--- config.mk ---
export PLATFORM = sky130hd
export DESIGN_NAME = ufl_top
export DESIGN_NICKNAME = d
export VERILOG_FILES = /design/src/hw/ufl_pkg.sv /design/src/hw/ufl_top.sv
export VERILOG_INCLUDE_DIRS = /design/src /design/src/hw
export SDC_FILE = /design/constraint.sdc
export NUM_CORES = 1
export LEC_CHECK = 0
export BUFFER_PORTS_ARGS = -buffer_cell sky130_fd_sc_hd__buf_2
export CORE_ASPECT_RATIO = 1.1
export CORE_MARGIN = 8
export CORE_UTILIZATION = 55
export DETAILED_ROUTE_END_ITERATION = 10
export PLACE_DENSITY = 0.85
export SETUP_SLACK_MARGIN = 0.4
export SLEW_MARGIN = 40
export SYNTH_ARGS = -nofsm -noshare
export SYNTH_HDL_FRONTEND = slang
export SYNTH_SLANG_ARGS = --single-unit
--- constraint.sdc ---
create_clock -name CLK_SYS_I -period 7.4 [get_ports CLK_SYS_I]
set_clock_uncertainty 0.05 [all_clocks]
set_input_delay 0.37 -clock CLK_SYS_I [delete_from_list [all_inputs] [get_ports CLK_SYS_I]]
set_output_delay 0.37 -clock CLK_SYS_I [all_outputs]
set_load 0.02 [all_outputs]
--- src/hw/ufl_defs.svh ---
// Offsets, field positions, reset values and counts of the line control
`ifndef UFL_DEFS_SVH
`define UFL_DEFS_SVH
`define UFL_OFF_DATA 8'h00
`define UFL_OFF_IER 8'h04
`define UFL_OFF_IID 8'h08
`define UFL_OFF_LINE 8'h0c
`define UFL_OFF_ISR 8'h10
`define UFL_OFF_IMR 8'h14
`define UFL_FCTL_EN 0
`define UFL_FCTL_RXF 1
`define UFL_FCTL_TXF 2
`define UFL_FCTL_TRG_HI 7
`define UFL_FCTL_TRG_LO 6
`define UFL_LINE_WLS_HI 1
`define UFL_LINE_WLS_LO 0
`define UFL_LINE_STOP 2
`define UFL_LINE_PEN 3
`define UFL_LINE_EPS 4
`define UFL_LINE_STICK 5
`define UFL_LINE_BRK 6
`define UFL_LINE_DIVACC 7
`define UFL_TRIG_00 5'h01
`define UFL_TRIG_01 5'h04
`define UFL_TRIG_10 5'h08
`define UFL_TRIG_11 5'h0e
`define UFL_FIFO_DEPTH 5'h10
`define UFL_LINE_RST 8'h00
`define UFL_DIV_RST 8'h00
`define UFL_EV_RXTRIG 0
`define UFL_EV_TXEMPTY 1
`define UFL_EV_PARERR 2
`define UFL_EV_RXOVF 3
`endif

--- src/hw/ufl_pkg.sv ---
// Types shared by the line control block
`default_nettype none
package ufl_pkg;
    typedef struct packed {
        logic [7:0] addr;
        logic [7:0] wdata;
        logic wr;
        logic rd;
    } ufl_bus_req_t;
    typedef struct packed {
        logic push;
        logic pop;
    } ufl_fifo_ev_t;
    typedef struct packed {
        logic [3:0] char_bits;
        logic stop_half;
        logic stop_two;
        logic parity_en;
    } ufl_line_cfg_t;
endpackage
`default_nettype wire

--- src/hw/ufl_top.sv ---
// FIFO control and line control of the serial port
//
// How it works
// - FIFO control is write-only and shares its location with the read-only interrupt identification.
// - Bits 7:6 of FIFO control pick a receive trigger of 1, 4, 8 or 14 bytes.
// - Writing one to bit 2 zeroes the transmit count and the bit is never stored.
// - Writing one to bit 1 zeroes the receive count and the bit is never stored.
// - Setting bit 0 enables both FIFOs and clearing it empties both.
// - Any change between FIFO mode and character mode empties both FIFOs.
// - A FIFO control write with bit 0 at zero programs none of the other bits.
// - Line control reads back whatever was last written to it.
// - The divisor-latch access bit selects the divisor latches at the shared locations.
// - While break is set the serial output is held low and the shifter runs on.
// - Stick parity sends and checks a fixed bit, zero when even select is one.
// - Without stick, parity is odd when even select is zero and even when it is one.
// - Parity enable adds a parity bit after the last data bit on both directions.
// - Bits 1:0 of line control give five to eight data bits for both directions.
// - Stop select gives one stop bit, or one and a half for five bits, else two.
// - With divisor access set, the enable location holds the divisor high byte.
`include "ufl_defs.svh"
`default_nettype none
module ufl_top (
    input wire logic CLK_SYS_I,
    input wire logic RST_I,
    input wire ufl_pkg::ufl_bus_req_t BUS_REQ_I,
    output logic [7:0] RD_DATA_O,
    input wire logic [3:0] INT_ID_I,
    input wire ufl_pkg::ufl_fifo_ev_t TX_EV_I,
    input wire ufl_pkg::ufl_fifo_ev_t RX_EV_I,
    output logic [4:0] TX_COUNT_O,
    output logic [4:0] RX_COUNT_O,
    output logic RX_TRIG_O,
    output logic FIFO_EN_O,
    input wire logic TX_SERIAL_I,
    output logic SERIAL_OUTPUT_O,
    input wire logic [7:0] TX_DATA_I,
    output logic TX_PARITY_O,
    input wire logic RX_CHECK_I,
    input wire logic [7:0] RX_DATA_I,
    input wire logic RX_PARITY_I,
    output ufl_pkg::ufl_line_cfg_t LINE_CFG_O,
    output logic [15:0] DIVISOR_O,
    output logic [3:0] INT_ENABLE_O,
    output logic IRQ_O
);

    // ----------------------------------------
    // Register state
    // ----------------------------------------
    logic fifo_en_q;
    logic [1:0] trig_sel_q;
    logic [7:0] line_q;
    logic [7:0] div_lo_q;
    logic [7:0] div_hi_q;
    logic [3:0] ier_q;
    logic [3:0] isr_q;
    logic [3:0] imr_q;
    logic [7:0] rdata_q;
    logic [4:0] cnt_q [2];
    logic [4:0] cnt_d [2];
    logic trig_q;
    logic serial_q;
    logic tx_par_q;

    // ----------------------------------------
    // Address decode
    // ----------------------------------------
    wire logic [7:0] adr = BUS_REQ_I.addr;
    wire logic [7:0] wd = BUS_REQ_I.wdata;
    wire logic div_acc = line_q[`UFL_LINE_DIVACC];
    wire logic hit_dat = adr == `UFL_OFF_DATA;
    wire logic hit_ier = adr == `UFL_OFF_IER;
    wire logic hit_iid = adr == `UFL_OFF_IID;
    wire logic hit_line = adr == `UFL_OFF_LINE;
    wire logic hit_isr = adr == `UFL_OFF_ISR;
    wire logic hit_imr = adr == `UFL_OFF_IMR;
    wire logic fctl_wr = BUS_REQ_I.wr & hit_iid;
    wire logic line_wr = BUS_REQ_I.wr & hit_line;
    wire logic dll_wr = BUS_REQ_I.wr & hit_dat & div_acc;
    wire logic div_hi_wr = BUS_REQ_I.wr & hit_ier & div_acc;
    wire logic ier_wr = BUS_REQ_I.wr & hit_ier & ~div_acc;
    wire logic isr_wr = BUS_REQ_I.wr & hit_isr;
    wire logic imr_wr = BUS_REQ_I.wr & hit_imr;

    // ----------------------------------------
    // FIFO control decode
    // ----------------------------------------
    wire logic wr_en = wd[`UFL_FCTL_EN];
    wire logic mode_chg = fctl_wr & (wr_en != fifo_en_q);
    // flush bits only count with enable
    wire logic tx_fl = fctl_wr & wr_en & wd[`UFL_FCTL_TXF];
    wire logic rx_fl = fctl_wr & wr_en & wd[`UFL_FCTL_RXF];
    wire logic flush [2];
    assign flush[0] = tx_fl | mode_chg;
    assign flush[1] = rx_fl | mode_chg;

    // Enable, trigger select; flush bits never stored
    always_ff @(posedge CLK_SYS_I or posedge RST_I) begin
        if (RST_I) begin
            fifo_en_q <= 1'b0;
            trig_sel_q <= 2'b00;
        end else if (fctl_wr) begin
            fifo_en_q <= wr_en;
            if (wr_en) begin
                trig_sel_q <= wd[`UFL_FCTL_TRG_HI:`UFL_FCTL_TRG_LO];
            end
        end
    end

    // ----------------------------------------
    // FIFO occupancy counters
    // ----------------------------------------
    ufl_pkg::ufl_fifo_ev_t ev [2];
    logic do_push [2];
    logic do_pop [2];
    logic full [2];
    assign ev[0] = TX_EV_I;
    assign ev[1] = RX_EV_I;

    genvar g;
    generate
        for (g = 0; g < 2; g++) begin : g_fifo
            assign full[g] = cnt_q[g] == `UFL_FIFO_DEPTH;
            assign do_push[g] = fifo_en_q & ev[g].push & ~full[g];
            assign do_pop[g] = fifo_en_q & ev[g].pop & (cnt_q[g] != 5'h00);
            assign cnt_d[g] = flush[g] ? 5'h00 :
                cnt_q[g] + {4'h0, do_push[g]} - {4'h0, do_pop[g]};
            always_ff @(posedge CLK_SYS_I or posedge RST_I) begin
                if (RST_I) begin
                    cnt_q[g] <= 5'h00;
                end else begin
                    cnt_q[g] <= cnt_d[g];
                end
            end
        end
    endgenerate

    // ----------------------------------------
    // Receive trigger compare
    // ----------------------------------------
    // trigger level decode
    wire logic [4:0] trig_lvl = (trig_sel_q == 2'b00) ? `UFL_TRIG_00 :
                                (trig_sel_q == 2'b01) ? `UFL_TRIG_01 :
                                (trig_sel_q == 2'b10) ? `UFL_TRIG_10 :
                                `UFL_TRIG_11;
    wire logic trig_now = fifo_en_q & (cnt_q[1] >= trig_lvl);

    // ----------------------------------------
    // Line control, divisor, enables
    // ----------------------------------------
    always_ff @(posedge CLK_SYS_I or posedge RST_I) begin
        if (RST_I) begin
            line_q <= `UFL_LINE_RST;
            div_lo_q <= `UFL_DIV_RST;
            div_hi_q <= `UFL_DIV_RST;
            ier_q <= 4'h0;
            imr_q <= 4'h0;
        end else begin
            // full byte kept for read back
            if (line_wr) line_q <= wd;
            if (dll_wr) div_lo_q <= wd;
            if (div_hi_wr) div_hi_q <= wd;
            if (ier_wr) ier_q <= wd[3:0];
            if (imr_wr) imr_q <= wd[3:0];
        end
    end

    // ----------------------------------------
    // Character format
    // ----------------------------------------
    wire logic [1:0] wls = line_q[`UFL_LINE_WLS_HI:`UFL_LINE_WLS_LO];
    wire logic pen = line_q[`UFL_LINE_PEN];
    wire logic eps = line_q[`UFL_LINE_EPS];
    wire logic stick = line_q[`UFL_LINE_STICK];
    wire logic stop_sel = line_q[`UFL_LINE_STOP];
    assign LINE_CFG_O.char_bits = {2'b00, wls} + 4'h5;
    // half stop only for five bits
    assign LINE_CFG_O.stop_half = stop_sel & (wls == 2'b00);
    assign LINE_CFG_O.stop_two = stop_sel & (wls != 2'b00);
    assign LINE_CFG_O.parity_en = pen;

    // Parity bit to send for a character
    function automatic logic par_of(input logic [7:0] d,
                                    input logic [1:0] w,
                                    input logic e,
                                    input logic s);
        logic [7:0] m;
        m = 8'hff >> (2'b11 - w);
        if (s) begin
            return ~e;
        end
        // even or odd over data plus parity
        return e ? ^(d & m) : ~^(d & m);
    endfunction

    wire logic tx_par = par_of(TX_DATA_I, wls, eps, stick);
    wire logic rx_exp = par_of(RX_DATA_I, wls, eps, stick);
    wire logic par_err = RX_CHECK_I & pen & (RX_PARITY_I != rx_exp);

    // Parity and break-forced serial line
    always_ff @(posedge CLK_SYS_I or posedge RST_I) begin
        if (RST_I) begin
            tx_par_q <= 1'b0;
            serial_q <= 1'b1;
            trig_q <= 1'b0;
        end else begin
            tx_par_q <= tx_par;
            serial_q <= TX_SERIAL_I & ~line_q[`UFL_LINE_BRK];
            trig_q <= trig_now;
        end
    end

    // ----------------------------------------
    // Interrupt status
    // ----------------------------------------
    wire logic [3:0] ev_set = {
        RX_EV_I.push & fifo_en_q & full[1],
        par_err,
        do_pop[0] & (cnt_q[0] == 5'h01) & ~flush[0],
        trig_now & ~trig_q
    };
    wire logic [3:0] isr_clr = isr_wr ? wd[3:0] : 4'h0;
    wire logic [3:0] isr_d = (isr_q & ~isr_clr) | ev_set;

    // Sticky bits, set wins over clear
    always_ff @(posedge CLK_SYS_I or posedge RST_I) begin
        if (RST_I) begin
            isr_q <= 4'h0;
        end else begin
            isr_q <= isr_d;
        end
    end

    // ----------------------------------------
    // Read data
    // ----------------------------------------
    // read side shows identification
    wire logic [7:0] iid_rd = {fifo_en_q, fifo_en_q, 2'b00, INT_ID_I};
    wire logic [7:0] dat_rd = div_acc ? div_lo_q : 8'h00;
    wire logic [7:0] ier_rd = div_acc ? div_hi_q : {4'h0, ier_q};
    wire logic [7:0] rd_mux = hit_dat ? dat_rd :
                              hit_ier ? ier_rd :
                              hit_iid ? iid_rd :
                              hit_line ? line_q :
                              hit_isr ? {4'h0, isr_q} :
                              hit_imr ? {4'h0, imr_q} : 8'h00;

    // Read data for one cycle only
    always_ff @(posedge CLK_SYS_I or posedge RST_I) begin
        if (RST_I) begin
            rdata_q <= 8'h00;
        end else begin
            rdata_q <= BUS_REQ_I.rd ? rd_mux : 8'h00;
        end
    end

    // ----------------------------------------
    // Outputs
    // ----------------------------------------
    assign RD_DATA_O = rdata_q;
    assign TX_COUNT_O = cnt_q[0];
    assign RX_COUNT_O = cnt_q[1];
    assign RX_TRIG_O = trig_q;
    assign FIFO_EN_O = fifo_en_q;
    assign SERIAL_OUTPUT_O = serial_q;
    assign TX_PARITY_O = tx_par_q;
    assign DIVISOR_O = {div_hi_q, div_lo_q};
    assign INT_ENABLE_O = ier_q;
    assign IRQ_O = |(isr_q & imr_q);

    // ----------------------------------------
    // Assertions
    // ----------------------------------------
    a_ctl_reads_id: assert property (
        @(posedge CLK_SYS_I) disable iff (RST_I)
        BUS_REQ_I.rd && hit_iid |=>
        RD_DATA_O == {$past(fifo_en_q), $past(fifo_en_q), 2'b00,
                      $past(INT_ID_I)})
        else $error("identification read mismatch");
    a_trig_level_14: assert property (
        @(posedge CLK_SYS_I) disable iff (RST_I)
        fifo_en_q && trig_sel_q == 2'b11 && cnt_q[1] == 5'h0d
        |=> !trig_q)
        else $error("trigger below 14");
    a_tx_flush_zero: assert property (
        @(posedge CLK_SYS_I) disable iff (RST_I)
        fctl_wr && wd[0] && wd[2] |=> TX_COUNT_O == 5'h00)
        else $error("tx flush failed");
    a_rx_flush_zero: assert property (
        @(posedge CLK_SYS_I) disable iff (RST_I)
        fctl_wr && wd[0] && wd[1] |=> RX_COUNT_O == 5'h00)
        else $error("rx flush failed");
    a_disabled_empty: assert property (
        @(posedge CLK_SYS_I) disable iff (RST_I)
        !fifo_en_q |-> TX_COUNT_O == 5'h00 && RX_COUNT_O == 5'h00)
        else $error("count while disabled");
    a_mode_chg_clear: assert property (
        @(posedge CLK_SYS_I) disable iff (RST_I)
        $changed(fifo_en_q) |-> RX_COUNT_O == 5'h00 && TX_COUNT_O == 5'h00)
        else $error("mode change kept data");
    a_trig_ignored: assert property (
        @(posedge CLK_SYS_I) disable iff (RST_I)
        fctl_wr && !wd[0] |=> $stable(trig_sel_q))
        else $error("trigger set without enable");
    a_line_readback: assert property (
        @(posedge CLK_SYS_I) disable iff (RST_I)
        line_wr ##1 BUS_REQ_I.rd && hit_line && !BUS_REQ_I.wr
        |=> RD_DATA_O == $past(wd, 2))
        else $error("line control read back wrong");
    a_break_low: assert property (
        @(posedge CLK_SYS_I) disable iff (RST_I)
        line_q[`UFL_LINE_BRK] |=> !SERIAL_OUTPUT_O)
        else $error("break not forced");
    a_stick_parity: assert property (
        @(posedge CLK_SYS_I) disable iff (RST_I)
        stick && $stable(line_q) |=> TX_PARITY_O == !$past(eps))
        else $error("stick parity wrong");
    a_div_hi_write: assert property (
        @(posedge CLK_SYS_I) disable iff (RST_I)
        div_hi_wr |=> DIVISOR_O[15:8] == $past(wd) && $stable(ier_q))
        else $error("divisor high byte");

endmodule
`default_nettype wire

==> results_dict.tcl, run 1 <==
set metrics [dict create \
    status "finished clean" \
    dr.max_layer_used "met4" \
    yosys_warnings 0 \
    dp_hpwl_mm 6.57 \
    post-route-drc-count 0 \
    crit_fanout 3 \
    syn_inst 320 \
    grt_usage_pct 19.6 \
    ys_top_cells_by_area "dfrtp_1, mux2_2, ha_1, nand2_1, xnor2_1" \
    grt_start_max_net_pins 61 \
    setup_viol 0 \
    synth.largest_area_cell "dfrtp_1" \
    wl_met2_mm 4.28 \
    cts_tree "built" \
    cp.required_ps 7620 \
    layout_min_cycle_time_ps 2650 \
    hold_path_class "primary input to asynchronous set/reset pin" \
    pre_cts_ws_ps 4790 \
    die_w_um 91.5 \
    drive_above_1_share_pct 38.4 \
    synth_area_um2 3450 \
    fp-row-count 30 \
    min_period_over_period_pct 35.8 \
    antenna_left 0 \
    initial_core_util_pct 56.3 \
    synth_common_cells "dfrtp_1, mux2_2, nand2_1, inv_1, nor2_1" \
    synth_enable_flop_cells 0 \
    pin_count 97 \
    die_h_um 99.0 \
    tns_ps 0 \
    drtIter0Drc 168 \
    max_clock_freq_mhz 378 \
    async_flop_share_pct 100 \
    yosysMostFrequentCell "dfrtp_1" \
    cts_buffer_depth 2 \
    cts_hold_buf 0 \
    routed_wirelength_mm 8.86 \
    drt_first_pass_iters 4 \
    synth-main-ff-cell "dfrtp_1" \
    synth_seq_cells 60 \
    avgSynthCellArea_um2 10.8 \
    post-cts-setup-buffers 0 \
    globalRouteOverflowTotal 0 \
    cellPowerDensity_nw_per_um2 274 \
    endpoint_kind "register" \
    clock_insertion_delay_worst_skew_ps 340 \
    finalPower_w 0.00115 \
    viasPerCell 5.67 \
    fin_nets 484 \
    vias 2846 \
    htree_levels 3 \
    worst_pin_slew_ps 725 \
    antenna_cells 0 \
    cpMostUsedCell "inv_1" \
    gp_congestion 0.987 \
    port_buffers 96 \
    m1WireLength_mm 3.52 \
    areaGrowthSynthToFinish_pct 22.4 \
    ys_seq_area_share_pct 43.6 \
    crit_buf_inv 4 \
    wl_per_cell_um 17.6 \
    maxCapViolations 0 \
    synthesis.nets 387 \
    rsz0062_at_grt "no" \
    die-area_um2 9060 \
    cp_data_arrival_time_ps 2870 \
    dp.cells 486 \
    stdcell_count 502 \
    first_global_vias 2854 \
    cts-resized-gates 0 \
    power.leakage_nw 2.21 \
    path_clk_slew_ps 80 \
    antenna_found_initial 0 \
    relSlewSlack_pct 51.3 \
    cp_cell_sequence "inv_1 -> ha_1 -> nand2_1 -> o311a_1 -> ha_1 -> inv_1 -> ha_1 -> inv_1 -> fa_1 -> inv_1 -> a21oi_1 -> nor2_1 -> or3_1 -> a21oi_1" \
    drv_slew 0 \
    critical_path_class "register to register" \
    slowest_delay_ps 400 \
    synth_cell_types 53 \
    synth_top_area_share_pct 42.8 \
    cp_top_family "adder cells" \
    design.core.area_um2 6120 \
    irDropWorstVdd_v 0.000218 \
    fin_ws_ps 4750 \
    clock_sinks 60 \
    cp-start-kind "register" \
    hold_viol 0 \
    cts-buffers-inserted 9 \
    grt_pass1_wl_mm 14.1 \
    wl_met3_um 753 \
    cts_root_buf "clkbuf_8" \
    slowest_stage "dfrtp_1" \
    fillers 475 \
]
-- cells by family (layout without fill, tap and decap cells) --
family	Yosys count	after routing	share of synthesized area, %
buf+inv	35	137	4.94
compound gates	57	57	11.1
flops	60	60	43.6
simple gates	88	88	13.8
xor+xnor	20	20	5.88
fa+ha+maj	20	20	7.70
mux	40	40	12.9
-- worst register-to-register path, stage by stage, from the launching register on --
cell and delay, ps:
dfrtp_1 400, inv_1 90, ha_1 160, nand2_1 90, o311a_1 300, ha_1 270, inv_1 40, ha_1 180
inv_1 70, fa_1 200, inv_1 60, a21oi_1 120, nor2_1 60, or3_1 340, a21oi_1 140
-- cells in the final DEF, fill, tap and decap left out, types with 3 or more instances in the layout --
cell / instances
a32oi_1: 3
buf_2: 96
a211oi_1: 3
a21oi_1: 13
nand2b_1: 6
nand3_1: 4
xor2_1: 7
clkbuf_8: 9
dfrtp_1: 59
mux2_2: 36
xnor2_1: 11
a21o_1: 4
nand2_1: 26
mux2i_1: 4
nor2b_1: 10
or3_1: 3
ha_1: 18
o21ai_0: 13
bufinv_16: 3
a2111oi_0: 3
nor2_1: 20
inv_1: 23
-- final cells by class --
type | instances | area (µm²) | area share [%]
clock buffer | 9 | 124 | 2.94
clock inverter | 7 | 123 | 2.91
inverter | 24 | 90.1 | 2.14
multi-input combinational | 225 | 1790 | 42.4
sequential | 60 | 1500 | 35.6
tap | 80 | 100 | 2.37
timing repair buffer | 97 | 492 | 11.7
-- sequential cells by signal, summed over array words and instances, names as in the netlist --
signal and flops:
div_lo_q 8, RX_TRIG_O 1, RX_COUNT_O 5, INT_ENABLE_O 4, trig_sel_q 2, TX_PARITY_O 1
SERIAL_OUTPUT_O 1, RD_DATA_O 8, div_hi_q 8, FIFO_EN_O 1, line_q 8, TX_COUNT_O 5
isr_q 4, imr_q 4
-- power by group --
| group | internal, W | total (W) | switching (W) | leakage (nW) |
|---|---|---|---|---|
| combinational | 0.000161 | 0.000371 | 0.000210 | 1.31 |
| sequential | 0.000370 | 0.000416 | 0.0000468 | 0.788 |
| clock | 0.000225 | 0.000368 | 0.000142 | 0.116 |
-- through the flow --
stage,instance area [µm²],hold WS (ps),utilization (%)
floorplan,3450,335,-
global placement,3960,379,64.6
detailed placement,3960,387,64.7
CTS,4210,170,68.8
global route,4220,133,68.9
finish,4220,85.7,68.9
-- per-layer routing --
layer,track usage (%),up-vias
li1,-,1312
met3,7.30,27
met2,31.5,127
met5,0,-
met4,10.2,0
met1,22.2,1380
-- final timing paths --
check | from | endpoint | slack [ps] | cells past startpoint
worst max-delay path | TX_COUNT_O[2] | TX_COUNT_O[4] | 4750 | 14
worst min-delay path | RST_I | RD_DATA_O[6] | 90 | 3
worst max register to register | TX_COUNT_O[2] | TX_COUNT_O[4] | 4750 | 14
worst min register to register | line_q[6] | SERIAL_OUTPUT_O | 400 | 1
max in group asynchronous | RST_I | INT_ENABLE_O[2] | 6820 | 3
min in group CLK_SYS_I | TX_SERIAL_I | SERIAL_OUTPUT_O | 180 | 2
Power figures use the tool's default switching activity.
==> run 2, diff against run 1 <==
CORE_UTILIZATION = 47   (was 55)
PLACE_DENSITY = 0.77   (was 0.85)
clock period = 2.2 ns   (was 7.4 ns; I/O delays follow)
==> run 2 against run 1 <==
Net effect: the flow now finishes with violations (setup timing); highest routed layer unchanged; utilization shrank 0.83 points; global-route usage fell by 0.79 points; maximum frequency grew 4.7%; largest cell class unchanged; power increased to 3.9 times the previous value; cell count rose by 10%.
==> results_dict.tcl, run 2 (synthesis results as in run 1) <==
set metrics [dict create \
    status "finished with violations" \
    violations "setup timing" \
    cellPowerDensity_nw_per_um2 947 \
    die_w_um 97.7 \
    htree_levels 3 \
    grt_start_max_net_pins 61 \
    hold_viol 0 \
    drtIter0Drc 87 \
    irDropWorstVdd_v 0.000956 \
    grt_usage_pct 18.8 \
    min_period_over_period_pct 115 \
    areaGrowthSynthToFinish_pct 39.2 \
    utilization_pct 68.1 \
    crit_buf_inv 4 \
    pin_count 97 \
    post-route-drc-count 0 \
    globalRouteOverflowTotal 0 \
    multi_input_comb_area_um2 1970 \
    holdWs_ps 5.19 \
    drv_slew 0 \
    fin_ws_ps -328 \
    fillers 540 \
    rsz0062_at_grt "yes" \
    drt_first_pass_iters 4 \
    path_clk_slew_ps 70 \
    layout_min_cycle_time_ps 2530 \
    vias 2975 \
    clock_sinks 60 \
    cts-buffers-inserted 9 \
    critical_path_class "register to register" \
    stdcell_count 553 \
    cp.required_ps 2420 \
    cp-start-kind "register" \
    slowest_stage "dfrtp_2" \
    power_frac_seq_pct 30.0 \
    r2r_start "TX_COUNT_O[2]" \
    viasPerCell 5.38 \
    p_clk_share_pct 26.5 \
    first_global_vias 3277 \
    initial_core_util_pct 48.9 \
    design.core.area_um2 7050 \
    p_int_w 0.00300 \
    die-area_um2 10300 \
    switching_share_pct 33.9 \
    endpoint_kind "register" \
    setup_viol 5 \
    startpoint "TX_COUNT_O[2]" \
    worst_pin_slew_ps 423 \
    die_h_um 106 \
    cp_top_family "adder cells" \
    cts_buffer_depth 2 \
    fp-row-count 32 \
    m1WireLength_mm 3.93 \
    clock_insertion_delay_worst_skew_ps 340 \
    cp_cell_sequence "inv_2 -> ha_4 -> nand2_4 -> o311a_1 -> ha_4 -> inv_2 -> ha_4 -> inv_2 -> fa_2 -> inv_2 -> a21oi_2 -> nor2_1 -> or3_1 -> a21oi_1" \
    design_area_um2 4800 \
    hold_path_class "primary input to register" \
    final_common_cell "buf_2" \
    drive_above_1_share_pct 52.6 \
    wl_met3_um 572 \
    grt_pass1_wl_mm 16.0 \
    dp_hpwl_mm 7.14 \
    min-delay-start "BUS_REQ_I[9]" \
    dr.max_layer_used "met4" \
    power.leakage_nw 2.45 \
    cpMostUsedCell "inv_2" \
    antenna_cells 0 \
    relSlewSlack_pct 71.1 \
    regArea_um2 1510 \
    gp_congestion 0.819 \
    p_comb_share_pct 43.5 \
    port_buffers 96 \
    routed_wirelength_mm 9.67 \
    cts_root_buf "clkbuf_8" \
    wl_per_cell_um 17.5 \
    cp_data_arrival_time_ps 2750 \
    fin_nets 530 \
    wl_met2_mm 4.97 \
    dpl_cell_area_um2 4250 \
    antenna_left 0 \
    final_cell_mix "buf_2, dfrtp_1, mux2_2" \
    cts_tree "built" \
    dp.cells 518 \
    slowest_delay_ps 400 \
    antenna_found_initial 0 \
    power_switching_w 0.00154 \
    crit_fanout 3 \
    maxCapViolations 0 \
    max_clock_freq_mhz 396 \
]
-- run 2: cell count changes in the layout (fill, tap and decap cells not counted), sizes merged --
cell,delta
buf,+40
inv,-1
clkinv,+1
dlygate4sd3,+6
-- run 2: power groups by stage --
| stage | logic, W | clock network, W | registers [W] |
|---|---|---|---|
| after floorplan | 0.000833 | 0 | 0.00155 |
| after global placement | 0.00159 | 0 | 0.00136 |
| after detailed placement | 0.00168 | 0 | 0.00137 |
| after CTS | 0.00186 | 0.00122 | 0.00136 |
| after global routing | 0.00218 | 0.00126 | 0.00137 |
| final | 0.00198 | 0.00120 | 0.00136 |
-- run 2: area by class of cell --
cell class,count,share of cell area [%]
Clock inverter,7,2.40
Inverter,24,1.88
Timing Repair Buffer,143,18.3
Multi-Input combinational cell,225,41.1
Sequential cell,60,31.5
Clock buffer,9,2.58
Tap cell,85,2.22
-- run 2: metrics by stage --
step,TNS (ps),total power [W],setup slack (ps)
5_1_grt,-1510,0.00481,-445
2_1_floorplan,-497,0.00238,-258
4_1_cts,-943,0.00444,-303
6_report,-963,0.00454,-328
3_5_place_dp,-854,0.00305,-310
3_3_place_gp,-457,0.00295,-214
-- run 2: path summary, 6_finish.rpt --
kind / endpoint / slack, ps / depth (start not counted)
worst min register to register: SERIAL_OUTPUT_O / 390 / 1
min in group asynchronous: RD_DATA_O[6] / 330 / 4
max in group asynchronous: SERIAL_OUTPUT_O / 1490 / 4
worst min-delay path: trig_sel_q[1] / 5 / 3
worst max register to register: TX_COUNT_O[4] / -330 / 14
worst max-delay path: TX_COUNT_O[4] / -330 / 14
-- run 2: metal layers --
layer | up-vias | track usage (%)
li1 | 1404 | -
met1 | 1444 | 21.6
met2 | 108 | 32.6
met3 | 19 | 4.57
met4 | 0 | 8.02
met5 | - | 0
-- run 2: worst reg2reg max path, delay by kind of cell (launching register included) --
kind	cells	cell delay [ps]
flip-flops	1	400
buffers and inverters	4	210
AND/OR/NAND/NOR	3	450
adder cells (fa/ha/maj)	4	790
AO/OA/AOI/OAI	3	560
-- run 2: repair_timing --
item                                   4_1_cts  5_1_grt
endpoints found under the hold margin       68        0
setup endpoints to repair                   15       16
buffers inserted                             8        5
hold buffers                                 6        0
pin swaps                                   18       15
resized for setup                           15       20
==> run 3, diff against run 2 <==
--- a/config.mk
+++ b/config.mk
@@ -12,4 +12,5 @@
 export CORE_UTILIZATION = 47
 export DETAILED_ROUTE_END_ITERATION = 10
+export GPL_TIMING_DRIVEN = 0
 export PLACE_DENSITY = 0.77
 export SETUP_SLACK_MARGIN = 0.4
--- a/constraint.sdc
+++ b/constraint.sdc
@@ -3,3 +3,3 @@
 set_input_delay 0.11 -clock CLK_SYS_I [delete_from_list [all_inputs] [get_ports CLK_SYS_I]]
 set_output_delay 0.11 -clock CLK_SYS_I [all_outputs]
-set_load 0.02 [all_outputs]
+set_load 0.005 [all_outputs]
==> run 3 against run 2 <==
Net effect: power decreased by 10%; register-to-register slack about the same; cell count decreased by 2.0%; clock power decreased by 10%; critical path type unchanged; the flow finishes with violations (hold timing, setup timing); highest routed layer unchanged; cell area decreased by 1.8%.
==> results_dict.tcl, run 3 (synthesis results as in run 1) <==
set metrics [dict create \
    power_frac_seq_pct 34.4 \
    drv_slew 0 \
    cp.required_ps 2420 \
    cp_data_arrival_time_ps 2730 \
    design.core.area_um2 7050 \
    fin_ws_ps -316 \
    initial_core_util_pct 48.9 \
    final_cell_mix "buf_2, dfrtp_1, mux2_2" \
    r2r-end "TX_COUNT_O[4]" \
    dp_hpwl_mm 6.93 \
    critical_path_class "register to register" \
    die_h_um 106 \
    r2r_slack_ps -320 \
    fin_nets 518 \
    gp_congestion 0.904 \
    wl_per_cell_um 17.4 \
    areaGrowthSynthToFinish_pct 36.7 \
    design_area_um2 4710 \
    pin_count 97 \
    post-route-drc-count 0 \
    layout_min_cycle_time_ps 2520 \
    violations "hold timing, setup timing" \
    cts_tree "built" \
    final_common_cell "buf_2" \
    crit_fanout 3 \
    p_comb_share_pct 39.2 \
    viasPerCell 5.38 \
    grt_pass1_wl_mm 15.3 \
    antenna_found_initial 0 \
    antenna_left 0 \
    die_w_um 97.7 \
    holdWs_ps -2.04 \
    setup_viol 3 \
    clock_insertion_delay_worst_skew_ps 340 \
    status "finished with violations" \
    fp-row-count 32 \
    power_switching_w 0.00134 \
    clock_sinks 60 \
    min_period_over_period_pct 114 \
    rr_worst_depth 14 \
    endpoint_kind "register" \
    cp-start-kind "register" \
    min-delay-start "BUS_REQ_I[8]" \
    switching_share_pct 32.8 \
    r2r_start "TX_COUNT_O[2]" \
    critPathCapture "TX_COUNT_O[4]" \
    max_clock_freq_mhz 397 \
    tns_ps -829 \
    grt_start_max_net_pins 46 \
    vias 2918 \
    cts_root_buf "clkbuf_8" \
    cellPowerDensity_nw_per_um2 867 \
    drt_first_pass_iters 4 \
    maxCapViolations 0 \
    hold_viol 1 \
    drive_above_1_share_pct 50.7 \
    rsz0062_at_grt "yes" \
    routed_wirelength_mm 9.41 \
    port_buffers 94 \
    p_clk_share_pct 26.4 \
    worst_pin_slew_ps 802 \
    relSlewSlack_pct 46.0 \
    p_int_w 0.00275 \
    htree_levels 3 \
    irDropWorstVdd_v 0.000851 \
    grt_usage_pct 18.4 \
    power.leakage_nw 2.38 \
    first_global_vias 3136 \
    die-area_um2 10300 \
    dpl_cell_area_um2 4080 \
    cts_buffer_depth 2 \
    startpoint "TX_COUNT_O[2]" \
    hold_path_class "primary input to register" \
    drtIter0Drc 115 \
    cts-buffers-inserted 9 \
    globalRouteOverflowTotal 0 \
    path_clk_slew_ps 70 \
]
[run 3: how the worst min path moves through the flow]
stage	slack, ps	end	cells after the start
finish	-2	trig_sel_q[0]	3
global route	30	div_hi_q[6]	2
CTS	1	trig_sel_q[0]	3
detailed placement	10	TX_COUNT_O[2]	2
global placement	280	SERIAL_OUTPUT_O	2
floorplan	180	trig_sel_q[0]	2
[run 3: cell type report]
type / instances / area, µm²
Sequential cell: 60 / 1510
Fill cell: 545 / 2330
Inverter: 24 / 95.1
Multi-Input combinational cell: 225 / 2000
Antenna cell: 1 / 2.50
Tap cell: 85 / 106
Buffer: 11 / 83.8
Timing Repair Buffer: 120 / 696
Clock inverter: 3 / 42.5
Clock buffer: 13 / 179
[run 3: worst max-delay path, cell delays in order, from the launching register on]
cell	delay (ps)
dfrtp_1	400
inv_2	90
ha_4	140
nand2_4	50
o311a_4	360
ha_4	260
inv_2	30
ha_4	150
inv_2	50
fa_2	190
inv_1	50
a21oi_2	110
nor2_1	60
or3_1	340
a21oi_1	120
[run 3: power groups by stage]
stage / Combinational (W) / Clock, W / Sequential (W)
after floorplan: 0.000792 / 0 / 0.00140
after global placement: 0.00107 / 0 / 0.00142
after detailed placement: 0.00115 / 0 / 0.00142
after CTS: 0.00149 / 0.00110 / 0.00139
after global routing: 0.00179 / 0.00114 / 0.00142
final: 0.00160 / 0.00108 / 0.00141
[run 3: routing by layer]
| metal | GRT usage [%] | part of all wire (%) |
|---|---|---|
| met1 | 19.9 | 41 |
| met2 | 32.8 | 51 |
| met3 | 5.68 | 6.5 |
| met4 | 6.93 | 1.9 |
| met5 | 0 | 0 |
[run 3: through the flow]
| step | power, W | util, % | instances | setup WS, ps |
|---|---|---|---|---|
| 6_report | 0.00409 | 66.9 | 542 | -316 |
| 5_1_grt | 0.00436 | 66.8 | 541 | -419 |
| 4_1_cts | 0.00398 | 65.4 | 538 | -298 |
| 3_5_place_dp | 0.00257 | 57.9 | 500 | -408 |
| 3_3_place_gp | 0.00249 | 57.5 | 499 | -358 |
| 2_1_floorplan | 0.00219 | - | 320 | -240 |
[run 3: timing repair]
action	in CTS	in global routing
endpoints found under the setup margin	14	21
hold buffers	7	0
resized for setup	33	19
pin swaps	20	18
hold endpoints to repair	69	0
setup buffers	15	3
